**src/shared/lsq_params.svh**
```systemverilog
// constants for the led string start-up and fault sequencer
`ifndef LSQ_PARAMS_SVH
`define LSQ_PARAMS_SVH
`define LSQ_CLK_MHZ 125
`define LSQ_NCH 8
`define LSQ_SELW 3
`define LSQ_CNTW 26
`define LSQ_DETECT_US 256
`define LSQ_SOFT_MS 128
`define LSQ_BLANK_MS 256
`define LSQ_SHDN_MS 32
`define LSQ_US_CYC(us) ((us) * `LSQ_CLK_MHZ)
`define LSQ_MS_CYC(ms) ((ms) * 1000 * `LSQ_CLK_MHZ)
`endif

```
**src/shared/lsq_pkg.sv**
```systemverilog
// types for the led string start-up and fault sequencer
`include "lsq_params.svh"
package lsq_pkg;
   typedef enum logic [2:0] {
      ST_OFF,
      ST_DETECT,
      ST_SOFT,
      ST_BLANK,
      ST_RUN,
      ST_FAULT
   } lsq_state_t;

   typedef struct packed {
      lsq_state_t st;
      logic [`LSQ_CNTW-1:0] cnt;
      logic [`LSQ_CNTW-1:0] shd;
      logic en_m;
      logic en_s;
      logic sup_m;
      logic sup_s;
      logic [`LSQ_NCH-1:0] cs_m;
      logic [`LSQ_NCH-1:0] cs_s;
      logic [`LSQ_NCH-1:0] op_m;
      logic [`LSQ_NCH-1:0] op_s;
      logic [`LSQ_NCH-1:0] sh_m;
      logic [`LSQ_NCH-1:0] sh_s;
      logic [`LSQ_NCH-1:0] hv_m;
      logic [`LSQ_NCH-1:0] hv_s;
      logic ot_m;
      logic ot_s;
      logic hr_m;
      logic hr_s;
      logic [`LSQ_NCH-1:0] used;
      logic [`LSQ_NCH-1:0] gate;
      logic [`LSQ_SELW-1:0] sel;
      logic fb;
      logic alarm_oe;
      logic alarm_out;
   } lsq_regs_t;
endpackage : lsq_pkg

```
**src/core/lsq_top.sv**
```systemverilog
// led string start-up, dimming gate and fault sequencer
`timescale 1ns/1ps
`default_nettype none
`include "lsq_params.svh"

// How it works
// - start only with enable high, supply good
// - first 256 us phase samples channel use
// - sense below threshold means active channel
// - idle channels gated off until the next start-up
// - 128 ms soft-start forces feedback high
// - pick highest-voltage string, feedback from compare
// - open or short protection blanked for 256 ms first
// - armed open or short shuts channels off
// - any protection trips: leds off, alarm low
// - enable is chip enable and dimming gate
// - shutdown only after 32 ms low
module lsq_top #(
   parameter int DETECT_CYC = `LSQ_US_CYC(`LSQ_DETECT_US),
   parameter int SOFT_CYC = `LSQ_MS_CYC(`LSQ_SOFT_MS),
   parameter int BLANK_CYC = `LSQ_MS_CYC(`LSQ_BLANK_MS),
   parameter int SHDN_CYC = `LSQ_MS_CYC(`LSQ_SHDN_MS)
) (
   input wire logic clock,
   input wire logic rst,
   input wire logic enable_dim_pin,
   input wire logic supply_lockout_ok,
   input wire logic [`LSQ_NCH-1:0] cs_below_ref,
   input wire logic [`LSQ_NCH-1:0] open_string_protect,
   input wire logic [`LSQ_NCH-1:0] short_string_protect,
   input wire logic [`LSQ_NCH-1:0] string_highest_vf,
   input wire logic over_temp,
   input wire logic sense_below_setpoint,
   output logic [`LSQ_NCH-1:0] gate_drive,
   output logic [`LSQ_NCH-1:0] channel_active,
   output logic [`LSQ_SELW-1:0] sense_string_sel,
   output logic headroom_feedback_output,
   output logic fault_alarm_out,
   output logic fault_alarm_oe
);
   // ==========================================================
   // elaboration checks
   localparam int CMAX = 2 ** `LSQ_CNTW;
   if (DETECT_CYC < 1 || SOFT_CYC < 1 || BLANK_CYC < 1 || SHDN_CYC < 1 ||
       DETECT_CYC >= CMAX || SOFT_CYC >= CMAX || BLANK_CYC >= CMAX ||
       SHDN_CYC >= CMAX)
   begin : g_bad_count
      $error("lsq_top: phase count out of counter range");
   end

   localparam logic [`LSQ_CNTW-1:0] DET_LAST = `LSQ_CNTW'(DETECT_CYC - 1);
   localparam logic [`LSQ_CNTW-1:0] SOFT_LAST = `LSQ_CNTW'(SOFT_CYC - 1);
   localparam logic [`LSQ_CNTW-1:0] BLANK_LAST = `LSQ_CNTW'(BLANK_CYC - 1);
   localparam logic [`LSQ_CNTW-1:0] SHDN_LAST = `LSQ_CNTW'(SHDN_CYC - 1);

   lsq_pkg::lsq_regs_t r_reg;
   lsq_pkg::lsq_regs_t r_next;
   logic powered;
   logic armed_trip;

   // ==========================================================
   // next state
   always_comb
   begin
      r_next = r_reg;
      // pins are asynchronous: two flops before any use
      r_next.en_m = enable_dim_pin;
      r_next.en_s = r_reg.en_m;
      r_next.sup_m = supply_lockout_ok;
      r_next.sup_s = r_reg.sup_m;
      r_next.cs_m = cs_below_ref;
      r_next.cs_s = r_reg.cs_m;
      r_next.op_m = open_string_protect;
      r_next.op_s = r_reg.op_m;
      r_next.sh_m = short_string_protect;
      r_next.sh_s = r_reg.sh_m;
      r_next.hv_m = string_highest_vf;
      r_next.hv_s = r_reg.hv_m;
      r_next.ot_m = over_temp;
      r_next.ot_s = r_reg.ot_m;
      r_next.hr_m = sense_below_setpoint;
      r_next.hr_s = r_reg.hr_m;
      r_next.cnt = r_reg.cnt + `LSQ_CNTW'(1);
      powered = (r_reg.st != lsq_pkg::ST_OFF);
      armed_trip = (r_reg.st == lsq_pkg::ST_RUN) &&
                   (|((r_reg.op_s | r_reg.sh_s) & r_reg.used));
      // long low enable counts toward shutdown
      // enable back high clears it, phase kept
      if (r_reg.en_s || !powered)
         r_next.shd = '0;
      else
         r_next.shd = r_reg.shd + `LSQ_CNTW'(1);

      unique case (r_reg.st)
         lsq_pkg::ST_OFF:
         begin
            r_next.cnt = '0;
            // wait for enable and good supply
            if (r_reg.en_s && r_reg.sup_s)
               r_next.st = lsq_pkg::ST_DETECT;
         end
         lsq_pkg::ST_DETECT:
         begin
            // sample at end of detection window
            if (r_reg.cnt == DET_LAST)
            begin
               r_next.used = r_reg.cs_s;
               r_next.st = lsq_pkg::ST_SOFT;
               r_next.cnt = '0;
            end
         end
         lsq_pkg::ST_SOFT:
         begin
            if (r_reg.cnt == SOFT_LAST)
            begin
               r_next.st = lsq_pkg::ST_BLANK;
               r_next.cnt = '0;
            end
         end
         lsq_pkg::ST_BLANK:
         begin
            if (r_reg.cnt == BLANK_LAST)
            begin
               r_next.st = lsq_pkg::ST_RUN;
               r_next.cnt = '0;
            end
         end
         lsq_pkg::ST_RUN:
         begin
            r_next.cnt = '0;
            if (armed_trip)
               r_next.st = lsq_pkg::ST_FAULT;
         end
         lsq_pkg::ST_FAULT:
         begin
            // latched until shutdown or supply loss
            r_next.cnt = '0;
         end
         default:
         begin
            r_next.st = lsq_pkg::ST_OFF;
         end
      endcase

      // thermal trip in any powered phase
      if (powered && r_reg.ot_s)
         r_next.st = lsq_pkg::ST_FAULT;
      // full shutdown after long low enable
      if ((powered && r_reg.shd == SHDN_LAST) || !r_reg.sup_s)
      begin
         r_next.st = lsq_pkg::ST_OFF;
         r_next.shd = '0;
         r_next.used = '0;
      end

      // lowest-numbered flagged active string drives the sense node
      for (int i = `LSQ_NCH - 1; i >= 0; i--)
      begin
         if (r_reg.used[i] && r_reg.hv_s[i])
            r_next.sel = `LSQ_SELW'(i);
      end

      // idle channels stay off after detection
      r_next.gate = '0;
      if (r_reg.en_s)
      begin
         unique case (r_next.st)
            lsq_pkg::ST_DETECT: r_next.gate = '1;
            lsq_pkg::ST_SOFT,
            lsq_pkg::ST_BLANK,
            lsq_pkg::ST_RUN: r_next.gate = r_next.used;
            default: r_next.gate = '0;
         endcase
      end

      // afterwards low while sense below setpoint
      // low feedback makes the converter raise its output
      r_next.fb = (r_next.st == lsq_pkg::ST_SOFT) ||
                  (((r_next.st == lsq_pkg::ST_BLANK) ||
                    (r_next.st == lsq_pkg::ST_RUN)) && !r_reg.hr_s);
      // open drain alarm pulls low in fault
      r_next.alarm_oe = (r_next.st == lsq_pkg::ST_FAULT);
      r_next.alarm_out = 1'b0;
   end

   always_ff @(posedge clock)
   begin
      if (rst)
      begin
         r_reg <= '0;
         r_reg.st <= lsq_pkg::ST_OFF;
      end
      else
         r_reg <= r_next;
   end

   assign gate_drive = r_reg.gate;
   assign channel_active = r_reg.used;
   assign sense_string_sel = r_reg.sel;
   assign headroom_feedback_output = r_reg.fb;
   assign fault_alarm_out = r_reg.alarm_out;
   assign fault_alarm_oe = r_reg.alarm_oe;
endmodule : lsq_top
`default_nettype wire

```
**config.mk**
```make
export PLATFORM = sky130hd
export DESIGN_NAME = lsq_top
export DESIGN_NICKNAME = d
export VERILOG_FILES = /design/src/shared/lsq_pkg.sv /design/src/core/lsq_top.sv
export VERILOG_INCLUDE_DIRS = /design/src /design/src/shared
export SDC_FILE = /design/constraint.sdc
export NUM_CORES = 1
export LEC_CHECK = 0
export ABC_AREA = 1
export BUFFER_PORTS_ARGS = -buffer_cell sky130_fd_sc_hd__buf_2
export CORE_ASPECT_RATIO = 2
export CORE_MARGIN = 2
export CORE_UTILIZATION = 45
export CTS_CLUSTER_SIZE = 30
export DETAILED_ROUTE_END_ITERATION = 7
export HOLD_SLACK_MARGIN = 0.02
export PLACE_DENSITY_LB_ADDON = 0.25
export SLEW_MARGIN = 25
export SYNTH_ARGS = -nofsm -noshare
export SYNTH_HDL_FRONTEND = slang
export SYNTH_SLANG_ARGS = --single-unit
export TNS_END_PERCENT = 10
```
**constraint.sdc**
```tcl
create_clock -name clock -period 2 [get_ports clock]
set_input_delay 0.4 -clock clock [delete_from_list [all_inputs] [get_ports clock]]
set_output_delay 0.4 -clock clock [all_outputs]
set_load 0.01 [all_outputs]
```
---- Word level (Yosys, flattened, before mapping) ----
Cells that the tools add are included.
word-level totals
  flip-flop bits (word level) ............. 149
  word-level logic and storage cells ...... 99
operators by class
  add/sub/neg operators ................... 2
  equal/unequal tests ..................... 14
  multiplexer cells ....................... 20
  bitwise logic cells ..................... 3
  reductions and logical operators ........ 33
operators with widths
  cell                   number
  $pmux 26 s4            1
  $mux 29                3
  $add 26x1->26 const B  2
  $eq 26x15->1 const B   1
  $eq 26x22->1 const B   1
  $eq 26x24->1 const B   1
  $eq 26x25->1 const B   1
  $mux 3                 8
  $mux 8                 3
  $pmux 3 s6             1
  $pmux 8 s2             1
  $logic_and 1x1->1      13
  $eq 3x2->1 const B     4
  $eq 3x3->1 const B     4
  $reduce_or 3->1        4
  $and 8x8->8            1
  $or 8x8->8             1
  $reduce_or 8->1        1
  $reduce_bool 7->1      1
  $eq 3x1->1 const B     2
  $reduce_bool 6->1      1
  $reduce_or 5->1        1
  $logic_or 1x1->1       4
  $mux 2                 2
  other kinds (7)        10

---- Longest topological paths before layout ----
Gate-level depths: netlist (run 1).
  word-level depth ........................ 12
  depth in mapped cells ................... 13
  gate-level depth less buffers ........... 13

---- Least setup slack after synthesis (run 1) ----
Ideal clock, no wire load.
  path type ............................... reg-to-reg
  from .................................... register r_reg[120] (netlist bit)
  to ...................................... register r_reg[127] (netlist bit)
  library setup time ...................... 0.119 ns
  arrival time ............................ 1.631 ns
  data required time ...................... 1.881 ns
  slack ................................... 0.250 ns
  stages on the path, launching flop included .. 14
  period minus slack after synthesis ...... 1.750 ns
  cells stage by stage .................... dfxtp_1 > ha_1 > nand2_1 > nor2_4 > nand2_4 > nor2_1 > nand2_1 > nand2_1 > o21ai_0 > nor2_4 > nor2_2 > inv_2 > buf_6 > nor3b_1
between the ends
  cells in the longest elaborated chain, start to end .. 3
  elaborated cells on any way between the ends .. 8
  classes of those cells .................. 1 x add/sub; 3 x eq/ne; 4 x mux
RTL lines
  item                                   line                                            text
  from (decl)                            lsq_top.sv:56                                   lsq_pkg::lsq_regs_t r_reg;
  from (signal assigned)                 lsq_top.sv:194                                  r_reg <= r_next;
  $add 26x1->26 (tied with other cells)  lsq_top.sv:83                                   r_next.cnt = r_reg.cnt + `LSQ_CNTW'(1);
  $mux 29 (on tied branches)             lsq_top.sv:122, lsq_top.sv:105, lsq_top.sv:114
  $pmux 26 s4 (*)                        lsq_top.sv:94                                   unique case (r_reg.st)
Every way passes the cells marked *; elsewhere a longest branch is shown, timed or not.
A chain may end at the register's enable or synchronous reset.

---- Final worst setup path (run 1) ----
  from .................................... register r_reg[121] (netlist bit)
  to ...................................... register r_reg (netlist bit headroom_feedback_output)
between the ends
  cells in the longest elaborated chain, start to end .. 9
  elaborated cells on any way between the ends .. 15
  classes of those cells .................. 6 x eq/ne; 6 x mux; 3 x reduce/logical
RTL lines
  item                                             line                                            text
  $eq 26x25->1 (tied with other cells)             lsq_top.sv:122                                  if (r_reg.cnt == BLANK_LAST)
  $mux 29 (on tied branches)                       lsq_top.sv:122, lsq_top.sv:105, lsq_top.sv:114
  $pmux 3 s6 (*)                                   lsq_top.sv:94
  $mux 3 (*)                                       lsq_top.sv:146                                  if (powered && r_reg.ot_s)
  $mux 3 (*)                                       lsq_top.sv:149                                  if ((powered && r_reg.shd == SHDN_LAST) || !r_reg.sup_s)
  $eq 3x2->1 / $eq 3x3->1 (equally long branches)  lsq_top.sv:179, lsq_top.sv:180
  $logic_or 1x1->1                                 lsq_top.sv:179                                  (((r_next.st == lsq_pkg::ST_BLANK) ||
  $logic_and 1x1->1                                lsq_top.sv:180                                  (r_next.st == lsq_pkg::ST_RUN)) && !r_reg.hr_s);
  $logic_or 1x1->1 (*)                             lsq_top.sv:178                                  r_next.fb = (r_next.st == lsq_pkg::ST_SOFT) ||
Marks and branches as above.

==> impl_metrics.ini, run 1 <==
[route]
wl_per_cell_um = 11.4
drt_wl_total_mm = 11.8
viasPerCell = 4.71
firstDrtPassIters = 5
post-route-drc-count = 0
postRouteAntennaNets = 0
drt_iter0_markers = 255
routed-via-count = 4848

[yosys]
ys.flop_type = dfxtp_1
synth_fp_nets = 838
syn_inst = 798
ys_warn_count = 0
async_reset_ff_share_pct = 0
syn_avg_cell_area_um2 = 7.59
ys_types = 46
netlist_area_mm2 = 0.00605
ys_ff_latch = 148
ys_seq_area_share_pct = 48.9
synth_edf_count = 0

[place]
io_buffers = 58
dp_worst_setup_slack_ns = 0.0320
gp_congestion = 0.902
dp_hpwl_mm = 8.54
dp_cells = 993

[finish]
fin_nets = 902
area_growth_pct = 19.6
final_common_cell = nor2_1
antenna_cells = 0
num-fill-cells = 1275
final-instance-count-excl-fill = 1030
layout_common_cells = nor2_1, dfxtp_1, inv_1
largest_reg_flops = 91
drive_gt1_share_pct = 21.7

[clock_network]
ctsHtreeMaxLevel = 4
numCtsBuffers = 17
cts_tree = done
clock_path_buffers = 2
clk_latency_ns = 0.42
cts-root-buf = clkbuf_16
hold_buffers = 0
numClockSinks = 148
clk_pin_slew_ns = 0.07

[floorplan]
dieHeight_um = 168
die_area_mm2 = 0.0145
rows = 60
core_mm2 = 0.0133
initial_core_util_pct = 45.6
die_width_um = 86.0
top_level_ports = 60

[power]
p_leak_nw = 3.15
cellPowerDensity_mw_per_mm2 = 876
p_total_mw = 6.34
peakVddDrop_v = 0.000605

[setup_path]
endpoint = headroom_feedback_output
rrSetupSlack_ns = 0.09
crit_type = register to register
worst-path-max-fanout = 6
cp.arrival_ns = 2.25
worstReg2RegEnd = headroom_feedback_output
reg2reg_depth = 13
cp-start-kind = register
startpoint = r_reg[121]
required_ns = 2.35
cp-end-kind = register
r2r_start = r_reg[121]

[timing]
tightest_slew_ns = 0.502
finalClockSkew_ns = 0.0106
hold_slack_ns = 0.179
fin_ws_ns = 0.0932
period_minus_slack_ns = 1.91
tns_ns = 0
slew_headroom_pct = 66.5
max_freq_ghz = 0.524
post-route-period-util_pct = 95.3
finalHoldViolCount = 0
rsz0062_at_grt = true
slew_violations = 0
final-setup-viol-count = 0

[worst_hold_path]
min_path_type = input port to register
holdCritStartpoint = supply_lockout_ok

[global_route]
grt_use_total_pct = 16.8
antenna_found_initial = 0
grt_pass1_vias = 4356
grt_pass1_wl_mm = 19.6
grt_remaining_overflow = 0
grt_max_degree = 57

[status]
outcome = finished, final reports clean

[job]
cap_violations = 0
[critical path, cell delays in order (launching register included)]
cell and delay [ns]:
dfxtp_2 0.37, ha_4 0.16, nand2_4 0.05, nor2_4 0.16
nand2_4 0.12, nor2_4 0.12, nand2_2 0.06, nand2_2 0.08
nand3_2 0.07, nor2_2 0.12, nand4_1 0.14, nand2_2 0.17
nand2_2 0.07, a21oi_2 0.15
[metal layers]
metal / GRT usage (%) / vias to the layer above / routed length (µm)
li1: - / 2556 / -
met1: 22.9 / 2163 / 5610
met2: 25.5 / 113 / 5520
met3: 4.26 / 16 / 480
met4: 6.21 / 0 / 176
met5: 0 / - / 0
[cell families (layout without fill, tap and decap cells)]
group / Yosys count / in the layout / synth area share (%)
AND/OR/NAND/NOR: 399 / 400 / 30.6
buffers and inverters: 173 / 249 / 12.3
other: 1 / 1 / 0.0619
flip-flops: 148 / 148 / 48.9
adder cells (fa/ha/maj): 2 / 2 / 0.413
XOR/XNOR: 13 / 13 / 1.88
AO/OA/AOI/OAI: 62 / 62 / 5.87
[metrics by stage]
stage | area, µm² | utilization (%)
2_1_floorplan | 6050 | -
3_3_place_gp | 6460 | 48.6
3_5_place_dp | 6460 | 48.6
4_1_cts | 7050 | 53.1
5_1_grt | 7240 | 54.5
6_report | 7240 | 54.5
[area by class of cell]
cell class                 count  area [µm²]  area share, %
multi-input combinational    478        2500           34.5
inverter                     138         520           7.19
tap                          155         194           2.68
timing repair buffer          79         460           6.36
clock buffer                  18         439           6.07
sequential                   148        2970           41.0
clock inverter                14         158           2.18
[worst min-delay path by stage]
stage,endpoint,cells past startpoint
after detailed placement,r_reg[64],2
after CTS,r_next[27],3
final,r_next[90],3
after global placement,r_reg[42],2
after global routing,r_next[44],3
after floorplan,headroom_feedback_output,1
[power by group]
group / leakage, nW / switching [mW] / total (mW) / internal (mW)
sequential: 1.21 / 0.0180 / 3.03 / 3.01
combinational: 1.65 / 0.0790 / 0.136 / 0.0566
clock: 0.297 / 1.36 / 3.17 / 1.81
[Yosys cell counts, types with 2 or more instances]
| cell type | count | area (µm²) |
|---|---|---|
| a211oi_1 | 6 | 45.0 |
| a21oi_1 | 22 | 110 |
| a31oi_1 | 3 | 18.8 |
| and3_1 | 2 | 12.5 |
| buf_2 | 3 | 15.0 |
| buf_4 | 21 | 158 |
| clkbuf_1 | 9 | 33.8 |
| dfxtp_1 | 148 | 2960 |
| ha_1 | 2 | 25.0 |
| inv_1 | 132 | 495 |
| inv_2 | 5 | 18.8 |
| nand2_1 | 122 | 458 |
| nand2_2 | 9 | 56.3 |
| nand2_4 | 2 | 22.5 |
| nand3_1 | 22 | 110 |
| nand3_2 | 4 | 40.0 |
| nand3b_1 | 5 | 37.5 |
| nand4_1 | 11 | 68.8 |
| nor2_1 | 166 | 623 |
| nor2_2 | 7 | 43.8 |
| nor2_4 | 8 | 90.1 |
| nor3_1 | 17 | 85.1 |
| nor3_2 | 5 | 50.1 |
| nor3b_1 | 9 | 67.6 |
| nor4_1 | 4 | 25.0 |
| o21a_1 | 3 | 22.5 |
| o21ai_0 | 19 | 95.1 |
| o21ai_1 | 2 | 10.0 |
| or2_2 | 2 | 12.5 |
| xnor2_1 | 3 | 26.3 |
| xor2_1 | 10 | 87.6 |
[timing repair]
action / CTS / global route
setup endpoints to repair: 0 / 50
gates resized for setup: 0 / 42
setup buffers: 0 / 4
Note: power is estimated with default switching activity, not from simulation.
==> inputs of run 2 (changes only) <==
==> constraint.sdc (replaced) <==
create_clock -name clock -period 2 [get_ports clock]
set_input_delay 0.4 -clock clock [delete_from_list [all_inputs] [get_ports clock]]
set_output_delay 0.4 -clock clock [all_outputs]
set_load 0.05 [all_outputs]
==> run 2 against run 1 <==
- routed wire length is 0.26% higher
- flip-flop and latch count stayed put
- first-iteration DRC count is 7.1% lower
- register-to-register slack hardly changed
- total power is 3.4% lower
- clock skew is 0.00059 ns higher
- final area is 1.4% lower
- sequential share of layout area is 0.54 points higher
- die area stayed put
- setup slack worse by 0.015 ns
- combinational power hardly changed
==> impl_metrics.ini, run 2 (synthesized netlist as in run 1, its figures left out) <==
[finish]
layout_common_cells = nor2_1, dfxtp_1, inv_1
final-instance-count-excl-fill = 1030
largest_reg_flops = 91
final_common_cell = nor2_1
fin_area_mm2 = 0.00714
area_growth_pct = 17.9
antenna_cells = 0
drive_gt1_share_pct = 20.0
fin_nets = 903

[job]
cap_violations = 0

[floorplan]
rows = 60
initial_core_util_pct = 45.6
top_level_ports = 60
dieHeight_um = 168
die_width_um = 86.0
core_mm2 = 0.0133
die_area_mm2 = 0.0145

[setup_path]
worst-path-max-fanout = 5
cp.arrival_ns = 2.27
cp-end-kind = register
path_buf_inv = 0
critPathTopFamily = simple AND/OR/NAND/NOR gates
cp-start-kind = register
required_ns = 2.35
startpoint = r_reg[142]
crit_slowest_cell = dfxtp_1
worstReg2RegEnd = headroom_feedback_output
cpPeakStageDelay_ns = 0.41
r2r_start = r_reg[142]
rrSetupSlack_ns = 0.08
crit_type = register to register
crit_path_cell_trace = nand2_1 -> nor2_1 -> nand2_1 -> nor2_2 -> nand2_2 -> nand2_2 -> nand3_1 -> nor2_2 -> nand4_1 -> nand2_2 -> nand2_1 -> a21oi_2
reg2reg_depth = 12

[route]
routed-via-count = 4833
wl_per_cell_um = 11.5
post-route-drc-count = 0
firstDrtPassIters = 4
viasPerCell = 4.69
drt_wl_total_mm = 11.8
drt_iter0_markers = 237
postRouteAntennaNets = 0

[timing]
slew_headroom_pct = 65.0
hold_slack_ns = 0.176
final-setup-viol-count = 0
post-route-period-util_pct = 96.1
finalHoldViolCount = 0
slew_violations = 0
finalClockSkew_ns = 0.0112
tightest_slew_ns = 0.525
rsz0062_at_grt = true
period_minus_slack_ns = 1.92
max_freq_ghz = 0.520

[global_route]
antenna_found_initial = 0
grt_pass1_vias = 4342
grt_pass1_wl_mm = 19.9
grt_max_degree = 57
grt_use_total_pct = 17.2
grt_remaining_overflow = 0

[clock_network]
numClockSinks = 148
clk_latency_ns = 0.42
cts_tree = done
clk_pin_slew_ns = 0.06
ctsHtreeMaxLevel = 4
hold_buffers = 0
cts-root-buf = clkbuf_16
numCtsBuffers = 17
clock_path_buffers = 2

[power]
peakVddDrop_v = 0.000585
cellPowerDensity_mw_per_mm2 = 858
p_total_mw = 6.12
p_leak_nw = 3.11

[place]
io_buffers = 58
dpl_cell_area_mm2 = 0.00646
gp_congestion = 0.902
dp_cells = 994
dp_hpwl_mm = 8.66

[worst_hold_path]
whs_endpoint = r_next[58]
holdCritStartpoint = open_string_protect[0]
hold_depth = 3
min_path_type = input port to register

[status]
outcome = finished, final reports clean
[run 2: cell count changes in the layout (fill, tap and decap cells not counted), sizes merged]
cell / change
bufinv: -1
inv: -2
clkinvlp: +1
clkinv: +1
buf: +1
[run 2: cell type report]
type | count | area (µm²)
fill | 1277 | 6150
sequential | 148 | 2970
multi-input combinational | 478 | 2440
inverter | 138 | 520
timing repair buffer | 80 | 468
clock buffer | 18 | 439
tap | 155 | 194
clock inverter | 13 | 116
[run 2: routing by layer]
layer / vias up / share of wire, % / GRT usage [%]
li1: 2552 / - / -
met1: 2157 / 47 / 22.9
met3: 18 / 4.3 / 4.07
met2: 106 / 47 / 26.4
met5: - / 0 / 0
met4: 0 / 2.0 / 7.18
[run 2: tightest hold or removal path, cell delays in order]
cell and delay, ns:
buf_2 0.07, inv_1 0.03, nor2_1 0.06
[run 2: per-stage QoR]
step	TNS [ns]	util [%]	setup slack, ns
finish	0	53.7	0.0786
global route	-0.817	53.7	-0.0913
CTS	0	52.8	0.00968
detailed placement	0	48.7	0.0508
global placement	0	48.7	0.0949
floorplan	0	-	0.250
[run 2: what timing repair did]
action / in CTS / in global routing
resized for setup: 0 / 23
setup endpoints to repair: 0 / 50
setup buffers: 0 / 4
[run 2: how the worst max path moves through the flow]
stage,endpoint,slack [ns],cells past startpoint
global route,headroom_feedback_output,-0.09,13
finish,headroom_feedback_output,0.08,12
CTS,headroom_feedback_output,0.01,13
floorplan,r_reg[127],0.25,13
detailed placement,headroom_feedback_output,0.05,13
global placement,headroom_feedback_output,0.09,13
[run 2: report_power, final]
part           internal (mW)  total, mW  switching (mW)
registers               3.02       3.03          0.0190
logic                 0.0565      0.139          0.0823
clock network           1.66       2.95            1.29
==> inputs of run 3 (changes only) <==
==> constraint.sdc (replaced) <==
create_clock -name clock -period 2.13 [get_ports clock]
set_input_delay 0.426 -clock clock [delete_from_list [all_inputs] [get_ports clock]]
set_output_delay 0.426 -clock clock [all_outputs]
set_load 0.05 [all_outputs]
==> run 3 against run 2 <==
- maximum frequency decreased by 6.0%
- first-iteration DRC count increased by 11%
- largest power group unchanged
- total power decreased by 5.2%
- largest cell class unchanged
- critical path type unchanged
- via count decreased by 2.4%
==> impl_metrics.ini, run 3 (synthesized netlist as in run 1, its figures left out) <==
[status]
outcome = finished, final reports clean

[floorplan]
core_mm2 = 0.0133
dieHeight_um = 168
die_area_mm2 = 0.0145
rows = 60
die_width_um = 86.0
top_level_ports = 60
initial_core_util_pct = 45.6

[global_route]
grt_pass1_vias = 4411
grt_use_total_pct = 16.8
grt_pass1_wl_mm = 19.6
grt_remaining_overflow = 0
antenna_found_initial = 0
grt_max_degree = 58

[timing]
max_freq_ghz = 0.489
period_minus_slack_ns = 2.04
fin_ws_ns = 0.0854
slew_violations = 0
hold_slack_ns = 0.195
slew_headroom_pct = 61.0
post-route-period-util_pct = 96.0
finalHoldViolCount = 0
tightest_slew_ns = 0.581
final-setup-viol-count = 0
finalClockSkew_ns = 0.00836

[route]
routed-via-count = 4718
post-route-drc-count = 0
drt_wl_total_mm = 11.7
firstDrtPassIters = 4
drt_iter0_markers = 262
postRouteAntennaNets = 0
viasPerCell = 4.62
wl_per_cell_um = 11.4

[power]
cellPowerDensity_mw_per_mm2 = 823
peakVddDrop_v = 0.000531
p_total_mw = 5.80
p_leak_nw = 3.04

[worst_hold_path]
hold_depth = 3
min_path_type = input port to register

[place]
dp_hpwl_mm = 8.56
gp_congestion = 0.945
dp_cells = 984
dp_worst_setup_slack_ns = 0.0803
io_buffers = 58

[finish]
area_growth_pct = 16.4
final-instance-count-excl-fill = 1021
largest_reg_flops = 91
drive_gt1_share_pct = 17.7
fin_nets = 893
num-fill-cells = 1299
antenna_cells = 0
regArea_mm2 = 0.00296
multi_input_area_mm2 = 0.00241
final_common_cell = nor2_1
layout_common_cells = nor2_1, dfxtp_1, inv_1

[setup_path]
crit_slowest_cell = dfxtp_1
required_ns = 2.48
cpPeakStageDelay_ns = 0.42
reg2reg_depth = 12
cp.arrival_ns = 2.39
crit_type = register to register
cpMostUsedCell = nand2_1
crit_path_cell_trace = inv_1 -> nor2_2 -> nand4_1 -> nor2_1 -> nand2_1 -> nand2_1 -> nand2_1 -> nor2_2 -> nand4_1 -> nand2_4 -> nand2_1 -> a21oi_1
cp-start-kind = register
worst-path-max-fanout = 6
cp-end-kind = register

[job]
cap_violations = 0

[clock_network]
hold_buffers = 0
clk_latency_ns = 0.43
cts_tree = done
clk_pin_slew_ns = 0.07
numClockSinks = 148
clock_path_buffers = 2
cts-root-buf = clkbuf_16
numCtsBuffers = 17
ctsHtreeMaxLevel = 4
==> run 3: final cells by class <==
type | count | share of cell area (%)
Clock buffer | 20 | 6.48
Clock inverter | 12 | 1.60
Inverter | 138 | 7.46
Multi-Input combinational cell | 478 | 34.3
Sequential cell | 148 | 42.1
Tap cell | 155 | 2.75
Timing Repair Buffer | 70 | 5.40
==> run 3: path summary, 6_finish.rpt <==
kind,startpoint,end,slack (ns)
max,r_reg[134],headroom_feedback_output,0.09
min,string_highest_vf[2],r_next[28],0.20
max reg2reg,r_reg[134],headroom_feedback_output,0.09
min reg2reg,r_next[31],r_reg[31],0.40
==> run 3: report_power, final <==
| group | switching, mW | total, mW | internal [mW] |
|---|---|---|---|
| Clock | 1.23 | 2.83 | 1.60 |
| Combinational | 0.0782 | 0.130 | 0.0520 |
| Sequential | 0.0165 | 2.85 | 2.83 |
==> run 3: repair_timing <==
| item | in CTS | in global routing |
|---|---|---|
| resized for setup | 0 | 15 |
| setup endpoints to repair | 0 | 30 |
| setup buffers | 0 | 4 |
==> run 3: per-stage QoR <==
step           cell area [µm²]  util [%]  TNS [ns]
2_1_floorplan             6050         -         0
3_3_place_gp              6380      48.0         0
3_5_place_dp              6380      48.0         0
4_1_cts                   6950      52.3         0
5_1_grt                   7050      53.0    -0.229
6_report                  7050      53.0         0
==> run 3: worst max-delay path, delay by kind of cell, from the launching register on <==
family                 cells  cell delay (ns)
AOI/OAI and AO/OA          1             0.14
buffers and inverters      1             0.11
DFF                        1             0.42
and+or+nand+nor           10             1.31
==> run 3: layer usage <==
metal,track usage (%),wire (µm)
met1,21.7,5580
met2,26.3,5330
met3,4.26,525
met4,7.66,231
met5,0,0
